--- src/rtl/reset_seq_defines.svh ---
`ifndef RESET_SEQ_DEFINES_SVH
`define RESET_SEQ_DEFINES_SVH

// register map (byte offsets on the plain register port)
`define ICSR_OFFSET        8'h00
`define CONFIG_OFFSET      8'h01
`define ICSR_RESET         8'h00
`define CONFIG_RESET       8'h00
// integrity status/control bit positions
`define BIT_AUX_IRQ_EN     0
`define BIT_AUX_FLAG       1
`define BIT_LV_FLAG        2
`define BIT_WDG_FLAG       4
// config register: read-only state, last cause and lvd threshold; clock and detector options come from pins
// timing
`define DELAY_SHORT        13'd256
`define DELAY_LONG         13'd4096
`define FETCH_CYCLES       2'd2
`define VECTOR_ADDR_HI     16'hFFFE
`define VECTOR_ADDR_LO     16'hFFFF
`define CLK_PERIOD_PS      4000
`define WDG_PULSE_NS       500
`define WDG_PULSE_CYC      ((`WDG_PULSE_NS * 1000 + `CLK_PERIOD_PS - 1) / `CLK_PERIOD_PS)
`define PLL_STARTUP_NS     1000
`define PLL_STARTUP_CYC    ((`PLL_STARTUP_NS * 1000 + `CLK_PERIOD_PS - 1) / `CLK_PERIOD_PS)

`endif

--- src/rtl/reset_seq_pkg.sv ---
package reset_seq_pkg;

  typedef enum logic [2:0] {
    ST_RUN    = 3'b000,
    ST_ACTIVE = 3'b001,
    ST_DELAY  = 3'b011,
    ST_PLL    = 3'b010,
    ST_FETCH  = 3'b110
  } seq_state_type;

  typedef enum logic [1:0] {
    CLK_RC   = 2'h0,
    CLK_EXT  = 2'h1,
    CLK_XTAL = 2'h2
  } clk_source_type;

  typedef enum logic [1:0] {
    LVL_LOW  = 2'h0,
    LVL_MED  = 2'h1,
    LVL_HIGH = 2'h2
  } lvd_level_type;

  typedef struct packed {
    clk_source_type clk_source;
    logic           pll_enable;
    logic           lvd_enable;
    lvd_level_type  lvd_level;
  } option_type;

  typedef struct packed {
    logic [7:0] addr;
    logic [7:0] wdata;
    logic       wr;
    logic       rd;
  } reg_req_type;

endpackage : reset_seq_pkg

--- src/rtl/sync2.sv ---
`timescale 1ns/1ps
`default_nettype none
module sync2 #(
  parameter int W = 1
) (
  input  wire logic         sys_clk,
  input  wire logic         rst_n,
  input  wire logic [W-1:0] d,
  output logic      [W-1:0] q
);
  typedef struct packed {
    logic [W-1:0] s1;
    logic [W-1:0] s2;
  } sync_state_type;

  sync_state_type st_r;
  sync_state_type st_nxt;

  always_comb begin
    st_nxt.s1 = d;
    st_nxt.s2 = st_r.s1;
  end

  always_ff @(posedge sys_clk) begin
    if (!rst_n) begin
      st_r <= '0;
    end else begin
      st_r <= st_nxt;
    end
  end

  assign q = st_r.s2;
endmodule : sync2
`default_nettype wire

--- src/rtl/pulse_stretch.sv ---
`timescale 1ns/1ps
`default_nettype none
module pulse_stretch #(
  parameter int CYCLES = 8
) (
  input  wire logic sys_clk,
  input  wire logic rst_n,
  input  wire logic trig,
  output logic      busy
);
  localparam int CW = $clog2(CYCLES + 1);

  typedef struct packed {
    logic [CW-1:0] cnt;
  } stretch_state_type;

  stretch_state_type st_r;
  stretch_state_type st_nxt;

  always_comb begin
    st_nxt = st_r;
    if (trig) begin
      st_nxt.cnt = CW'(CYCLES);
    end else if (st_r.cnt != '0) begin
      st_nxt.cnt = st_r.cnt - CW'(1);
    end
  end

  always_ff @(posedge sys_clk) begin
    if (!rst_n) begin
      st_r <= '0;
    end else begin
      st_r <= st_nxt;
    end
  end

  // min output width, restarts on a fresh trigger
  assign busy = (st_r.cnt != '0);
endmodule : pulse_stretch
`default_nettype wire

--- src/rtl/reset_sequence_manager.sv ---
// What this block does
// - accept pin, low-voltage and watchdog resets
// - illegal opcode or prebyte also starts reset
// - all sources via pin, low through delay
// - fetch reset vector from top two bytes
// - phases: active, counted delay, vector fetch
// - delay 256 for RC/external, 4096 crystal
// - vector fetch takes exactly two cycles
// - pll enabled adds start-up delay
// - pin reset detected even while halted
// - pin is input and open-drain output
// - reset while detector reports low supply
// - watchdog drives pin low minimum width
// - detector threshold low, medium or high
// - detector enabled by nonvolatile option
// - aux comparator shown as read-only flag
// - aux detector works only with detector enabled
// - aux threshold crossing sets flag
// - aux irq needs flag, enable, mask clear
// - wait mode unchanged, aux irq wakes
// - halt freezes status, aux detector off
// - watchdog flag set; cleared by read or lv reset
// - lv flag survives external and watchdog resets
// - pending aux irq cleared on service entry
`timescale 1ns/1ps
`default_nettype none
`include "reset_seq_defines.svh"
module reset_sequence_manager
  import reset_seq_pkg::*;
#(
  parameter int DELAY_LONG  = 4096,
  parameter int DELAY_SHORT = 256,
  parameter int WDG_PULSE   = `WDG_PULSE_CYC,
  parameter int PLL_STARTUP = `PLL_STARTUP_CYC
) (
  input  wire logic        sys_clk,
  input  wire logic        rst_n,
  input  wire logic        reset_pin_in,
  output logic             reset_pin_out,
  output logic             reset_pin_oe_n,
  input  wire logic        lv_below,
  input  wire logic        aux_below,
  input  wire logic        wdg_underflow,
  input  wire logic        illegal_op,
  input  wire option_type  options,
  output logic [1:0]       lvd_threshold,
  input  wire logic        halt_mode,
  input  wire logic        wait_mode,
  input  wire logic        cc_irq_mask,
  input  wire logic        aux_irq_ack,
  input  wire reg_req_type reg_req,
  output logic [7:0]       reg_rdata,
  output logic             core_reset,
  output logic             pll_clk_gate,
  output logic             vector_fetch,
  output logic [15:0]      vector_addr,
  output logic             aux_irq,
  output logic             wake_req
);

  localparam int CW = 13;

  typedef struct packed {
    seq_state_type state;
    logic [CW-1:0] cnt;
    logic          pin_drive;
    logic          core_reset;
    logic          pll_gate;
    logic          fetch;
    logic [15:0]   vaddr;
    logic          wdg_flag;
    logic          lv_flag;
    logic          aux_flag;
    logic          aux_irq_en;
    logic          aux_pend;
    logic          aux_prev;
    logic          irq;
    logic          wake;
    logic [7:0]    rdata;
    logic [1:0]    lvd_thr;
    logic          last_wdg;
    logic          last_lv;
    logic [1:0]    drive_hist;
  } rsm_state_type;

  rsm_state_type st_r;
  rsm_state_type st_nxt;

  logic pin_low_s;
  logic lv_below_s;
  logic aux_below_s;
  logic wdg_busy;

  function automatic logic [CW-1:0] delay_for(input clk_source_type src);
    if (src == CLK_XTAL) begin
      delay_for = CW'(DELAY_LONG);
    end else begin
      delay_for = CW'(DELAY_SHORT);
    end
  endfunction : delay_for

  // pin and analog comparators are async: two flops before use
  sync2 #(
    .W(3)
  ) u_sync (
    .sys_clk (sys_clk),
    .rst_n   (rst_n),
    .d       ({~reset_pin_in, lv_below, aux_below}),
    .q       ({pin_low_s, lv_below_s, aux_below_s})
  );

  pulse_stretch #(
    .CYCLES(WDG_PULSE)
  ) u_wdg_pulse (
    .sys_clk (sys_clk),
    .rst_n   (rst_n),
    .trig    (wdg_underflow),
    .busy    (wdg_busy)
  );

  logic lv_active;
  logic pin_src;
  logic any_src;
  logic aux_live;
  logic icsr_rd;

  always_comb begin
    lv_active = options.lvd_enable & lv_below_s;
    // own drive echoes back through the synchroniser: ignore it for two more cycles
    pin_src   = pin_low_s & ~st_r.pin_drive & ~(|st_r.drive_hist);
    // sync pin path clocked by sys_clk, which the core keeps running in halt
    any_src   = pin_src | lv_active | wdg_busy | wdg_underflow | illegal_op;
    aux_live  = options.lvd_enable & ~halt_mode;
    icsr_rd   = reg_req.rd & (reg_req.addr == `ICSR_OFFSET);
  end

  always_comb begin
    st_nxt = st_r;
    st_nxt.lvd_thr = options.lvd_level;
    st_nxt.fetch = 1'b0;
    st_nxt.drive_hist = {st_r.drive_hist[0], st_r.pin_drive};

    unique case (st_r.state)
      ST_RUN: begin
        if (any_src) begin
          st_nxt.state = ST_ACTIVE;
          st_nxt.pin_drive = 1'b1;
          st_nxt.core_reset = 1'b1;
          st_nxt.pll_gate = 1'b0;
        end
      end
      ST_ACTIVE: begin
        // active phase lasts as long as a source other than the pin holds
        if (!any_src) begin
          st_nxt.state = ST_DELAY;
          st_nxt.cnt = delay_for(options.clk_source) - CW'(1);
        end
      end
      ST_DELAY: begin
        if (any_src) begin
          st_nxt.state = ST_ACTIVE;
        end else if (st_r.cnt == '0) begin
          if (options.pll_enable) begin
            st_nxt.state = ST_PLL;
            st_nxt.cnt = CW'(PLL_STARTUP - 1);
          end else begin
            st_nxt.state = ST_FETCH;
            st_nxt.cnt = CW'(`FETCH_CYCLES - 1);
            st_nxt.pin_drive = 1'b0;
            st_nxt.fetch = 1'b1;
            st_nxt.vaddr = `VECTOR_ADDR_HI;
          end
        end else begin
          st_nxt.cnt = st_r.cnt - CW'(1);
        end
      end
      ST_PLL: begin
        if (any_src) begin
          st_nxt.state = ST_ACTIVE;
        end else if (st_r.cnt == '0) begin
          st_nxt.state = ST_FETCH;
          st_nxt.cnt = CW'(`FETCH_CYCLES - 1);
          st_nxt.pin_drive = 1'b0;
          st_nxt.pll_gate = 1'b1;
          st_nxt.fetch = 1'b1;
          st_nxt.vaddr = `VECTOR_ADDR_HI;
        end else begin
          st_nxt.cnt = st_r.cnt - CW'(1);
        end
      end
      ST_FETCH: begin
        if (any_src) begin
          st_nxt.state = ST_ACTIVE;
          st_nxt.pin_drive = 1'b1;
          st_nxt.pll_gate = 1'b0;
        end else if (st_r.cnt == '0) begin
          st_nxt.state = ST_RUN;
          st_nxt.core_reset = 1'b0;
        end else begin
          st_nxt.cnt = st_r.cnt - CW'(1);
          st_nxt.fetch = 1'b1;
          st_nxt.vaddr = `VECTOR_ADDR_LO;
        end
      end
      default: begin
        st_nxt.state = ST_ACTIVE;
        st_nxt.pin_drive = 1'b1;
        st_nxt.core_reset = 1'b1;
      end
    endcase

    if (!options.pll_enable) begin
      st_nxt.pll_gate = ~st_nxt.core_reset | (st_nxt.state == ST_FETCH);
    end

    // cause latching: lv wins over watchdog, both rewritten only when a reset starts from run
    if (st_r.state == ST_RUN && any_src) begin
      st_nxt.last_lv  = lv_active;
      st_nxt.last_wdg = wdg_underflow & ~lv_active;
    end

    // status register updates, including read clears; halt freezes all of them
    if (!halt_mode) begin
      if (icsr_rd) begin
        st_nxt.wdg_flag = 1'b0;
        st_nxt.lv_flag = 1'b0;
      end
      if (wdg_underflow) begin
        st_nxt.wdg_flag = 1'b1;
      end
      if (lv_active) begin
        st_nxt.lv_flag = 1'b1;
        st_nxt.wdg_flag = 1'b0;
      end
      if (reg_req.wr && reg_req.addr == `ICSR_OFFSET) begin
        st_nxt.aux_irq_en = reg_req.wdata[`BIT_AUX_IRQ_EN];
      end
      st_nxt.aux_flag = aux_live & aux_below_s;
      st_nxt.aux_prev = st_nxt.aux_flag;
      if (aux_irq_ack) begin
        st_nxt.aux_pend = 1'b0;
      end
      if (st_nxt.aux_flag && !st_r.aux_prev) begin
        st_nxt.aux_pend = 1'b1;
      end
      if (!aux_live) begin
        st_nxt.aux_pend = 1'b0;
      end
    end

    st_nxt.irq = st_nxt.aux_pend & st_nxt.aux_irq_en & ~cc_irq_mask;
    // wake only from wait, never from halt
    st_nxt.wake = st_nxt.aux_pend & st_nxt.aux_irq_en & wait_mode & ~halt_mode;

    st_nxt.rdata = 8'h00;
    if (reg_req.rd) begin
      unique case (reg_req.addr)
        `ICSR_OFFSET: begin
          st_nxt.rdata[`BIT_WDG_FLAG]   = st_r.wdg_flag;
          st_nxt.rdata[`BIT_LV_FLAG]    = st_r.lv_flag;
          st_nxt.rdata[`BIT_AUX_FLAG]   = st_r.aux_flag;
          st_nxt.rdata[`BIT_AUX_IRQ_EN] = st_r.aux_irq_en;
        end
        `CONFIG_OFFSET: begin
          st_nxt.rdata = {1'b0, st_r.state, st_r.last_wdg, st_r.last_lv, st_r.lvd_thr};
        end
        default: begin
          st_nxt.rdata = 8'h00;
        end
      endcase
    end
  end

  always_ff @(posedge sys_clk) begin
    if (!rst_n) begin
      st_r <= '0;
      st_r.state <= ST_ACTIVE;
      st_r.pin_drive <= 1'b1;
      st_r.core_reset <= 1'b1;
    end else begin
      st_r <= st_nxt;
    end
  end

  always_comb begin
    reset_pin_out  = 1'b0;
    reset_pin_oe_n = ~st_r.pin_drive;
    lvd_threshold  = st_r.lvd_thr;
    reg_rdata      = st_r.rdata;
    core_reset     = st_r.core_reset;
    pll_clk_gate   = st_r.pll_gate;
    vector_fetch   = st_r.fetch;
    vector_addr    = st_r.vaddr;
    aux_irq        = st_r.irq;
    wake_req       = st_r.wake;
  end

endmodule : reset_sequence_manager
`default_nettype wire

--- config.mk ---
export PLATFORM = sky130hd
export DESIGN_NAME = reset_sequence_manager
export DESIGN_NICKNAME = d
export VERILOG_FILES = /design/src/rtl/reset_seq_pkg.sv /design/src/rtl/sync2.sv /design/src/rtl/pulse_stretch.sv /design/src/rtl/reset_sequence_manager.sv
export VERILOG_INCLUDE_DIRS = /design/src /design/src/rtl
export SDC_FILE = /design/constraint.sdc
export NUM_CORES = 1
export LEC_CHECK = 0
export BUFFER_PORTS_ARGS = -buffer_cell sky130_fd_sc_hd__buf_2
export CORE_MARGIN = 1
export CORE_UTILIZATION = 40
export DETAILED_ROUTE_END_ITERATION = 8
export PLACE_DENSITY = 0.74
export SLEW_MARGIN = 40
export SYNTH_ARGS = -nofsm -noshare
export SYNTH_HDL_FRONTEND = slang
export SYNTH_SLANG_ARGS = --single-unit
--- constraint.sdc ---
create_clock -name sys_clk -period 2.55 [get_ports sys_clk]
set_input_delay 0 -clock sys_clk [delete_from_list [all_inputs] [get_ports sys_clk]]
set_output_delay 0 -clock sys_clk [all_outputs]
set_load 0.02 [all_outputs]
==> flow_metrics.env <==
export IMPL_diodes=0
export IMPL_synth_fa_ha_area_frac=0.0176
export IMPL_netlist_instances=327
export IMPL_rsz0062_at_grt="false"
export IMPL_power_density_mw_per_mm2=500
export IMPL_drive_above_1_share=0.236
export IMPL_die_width_um=86.4
export IMPL_io_buffers=58
export IMPL_met2_length_um=2940
export IMPL_grt_ovfl_total=0
export IMPL_grt_max_degree=24
export IMPL_slew_viol_final=0
export IMPL_totalWireLength_um=6300
export IMPL_top_layer_used="met4"
export IMPL_place_area_mm2=0.00305
export IMPL_post_cts_buffers=0
export IMPL_clk_latency_ps=320
export IMPL_dieArea_mm2=0.00746
export IMPL_area_growth_pct=14.5
export IMPL_synth_xor_area_frac=0.0154
export IMPL_ys_ff_latch=55
export IMPL_ys_seq_area_frac=0.387
export IMPL_vias=2471
export IMPL_fin_crit_ps=2360
export IMPL_io_pins=68
export IMPL_first_pass_iters=4
export IMPL_slew_headroom=0.632
export IMPL_antenna_found_initial=0
export IMPL_synth_compound_area_frac=0.214
export IMPL_synth_simple_gate_area_frac=0.219
export IMPL_finalCritPeriodShare=0.925
export IMPL_drc=0
export IMPL_synth_edff_count=0
export IMPL_finalWorstSetupSlack_ps=192
export IMPL_wl_per_cell_um=13.5
export IMPL_htreeDepth=2
export IMPL_netlist_area_mm2=0.00285
export IMPL_worstSetupPathType="reg -> reg"
export IMPL_ant_nets=0
export IMPL_status="finished clean"
export IMPL_synth_ff_type="dfxtp_1"
export IMPL_startpoint_type="flop"
export IMPL_skew_ps=11.9
export IMPL_rr_startpoint="st_r[46]"
export IMPL_grt_pass1_vias=2401
export IMPL_place_hpwl_um=4380
export IMPL_hold_viol_final=0
export IMPL_endpoint_kind="flop"
export IMPL_gp_congestion=0.835
export IMPL_wl_met1_um=2910
export IMPL_tightestPinTransition_ps=538
export IMPL_fin_area_mm2=0.00326
export IMPL_finalSetupTns_ps=0
export IMPL_hold_buffers=11
export IMPL_synth_warnings=0
export IMPL_start_util=0.417
export IMPL_maxCapViolations=0
export IMPL_synth_avg_cell_area_um2=8.70
export IMPL_root_buffer="clkbuf_8"
export IMPL_rows=30
export IMPL_synthArstFlopShare=0
export IMPL_power_leakage_uw=0.00136
export IMPL_dr_wl_met3_um=343
export IMPL_via_per_inst=5.31
export IMPL_critPathArrivalTime_ps=2600
export IMPL_fmax_mhz=424
export IMPL_cts_tree="done"
export IMPL_die_h_um=86.4
export IMPL_critPathRequiredTime_ps=2790
export IMPL_mostFrequentLayoutCells="58 x buf_2, 55 x dfxtp_1, 28 x nor2_1, 25 x nand2_1, 18 x a21oi_1"
export IMPL_cp_startpoint="st_r[46]"
export IMPL_synth_top_family_by_area="simple AND/OR/NAND/NOR gates"
export IMPL_grt_usage=0.180
export IMPL_preCtsSetupSlack_ps=231
export IMPL_synthMuxAreaShare=0.0251
export IMPL_fp_coreArea_mm2=0.00683
export IMPL_drt_initial_drc_count=123
export IMPL_cts_resized=0
export IMPL_finalSetupViolCount=0
export IMPL_hp_start="halt_mode"
export IMPL_cts_max_path_buffers=2
export IMPL_vdd_drop_max_mv=0.201
export IMPL_cp_max_fo=12
export IMPL_numCtsBuffers=5
export IMPL_final_util=0.477
export IMPL_nets=407
export IMPL_clk_pin_slew_worst_paths_ps=120
export IMPL_synth_cell_types=55
export IMPL_grt_pass1_wl_um=10700
export IMPL_final_common_cell="buf_2"
export IMPL_hp_class="in -> reg"
export IMPL_cts_sink_count=55
## through the flow
stage	cells	hold slack [ps]	total power, µW
3_5_place_dp	446	163	1100
6_report	465	28.3	1630
2_1_floorplan	328	66.7	1050
4_1_cts	465	11.3	1640
3_3_place_gp	446	159	1090
5_1_grt	465	54.1	1700
## cell families (layout without fill, tap and decap cells)
family                     count (synthesis)  after routing
and+or+nand+nor                          116            116
muxes                                      7              7
buffers and inverters                     62            103
adders and majority gates                  4              4
DFF                                       55             55
AOI/OAI and AO/OA                         77             77
xor gates and xnor gates                   5              5
other                                      1              2
## power breakdown
group	total [µW]	leakage [µW]	switching, µW	internal, µW
clock	539	0.0000526	327	212
combinational	190	0.000863	107	83.3
sequential	901	0.000448	17.5	883
total	1630	0.00136	451	1180
## final cells by class
type / count / area (µm²)
tap: 96 / 120
multi-input combinational: 211 / 1410
clock buffer: 5 / 68.8
clock inverter: 3 / 31.3
inverter: 17 / 63.8
timing repair buffer: 78 / 468
fill: 697 / 3570
sequential: 55 / 1100
## per-layer routing
layer | vias to the layer above | global-route usage
met5 | - | 0
met4 | 0 | 0.0742
met3 | 11 | 0.0324
li1 | 1229 | -
met2 | 79 | 0.310
met1 | 1152 | 0.222
## synth_stat cells (3+ instances only)
cell type / instances / area share
a2111oi_0: 7 / 0.022
a2111oi_2: 4 / 0.021
a211oi_1: 6 / 0.016
a21oi_1: 18 / 0.032
a221oi_1: 9 / 0.028
a31oi_1: 4 / 0.0088
and2_1: 13 / 0.029
buf_4: 29 / 0.076
clkbuf_1: 14 / 0.018
dfxtp_1: 55 / 0.39
ha_1: 4 / 0.018
inv_1: 17 / 0.022
mux2i_1: 6 / 0.021
nand2_1: 25 / 0.033
nand3_1: 9 / 0.016
nand4b_1: 4 / 0.012
nor2_1: 28 / 0.037
nor2b_1: 3 / 0.0066
nor3_1: 5 / 0.0088
nor3b_1: 3 / 0.0079
nor4_1: 5 / 0.011
o21ai_0: 5 / 0.0088
o32ai_1: 5 / 0.015
or3_1: 4 / 0.0088
or4_1: 4 / 0.011
xor2_1: 3 / 0.0092
## path summary, 6_finish.rpt
check | cells past startpoint | endpoint | slack, ps
worst max-delay path | 6 | st_r[43] | 190
worst min register to register | 1 | u_sync.q[2] | 440
worst max register to register | 6 | st_r[43] | 190
worst min-delay path | 3 | st_r[16] | 30
## sequential cells by signal (all words and copies together) (netlist names), 2 cells and up
name and count:
lvd_threshold 2, reg_rdata 7, st_nxt 2, st_r 24, u_sync.q 3, u_sync.st_nxt 3, u_wdg_pulse.st_r 7, vector_addr 2
## worst max-delay path: stages (launching register included)
cell       delay (ps)
dfxtp_1           370
or4_4             590
or2_4             300
o21ai_2           430
buf_4             250
a2111oi_0         130
a211oi_2          210
(Power assumes the default switching activity.)
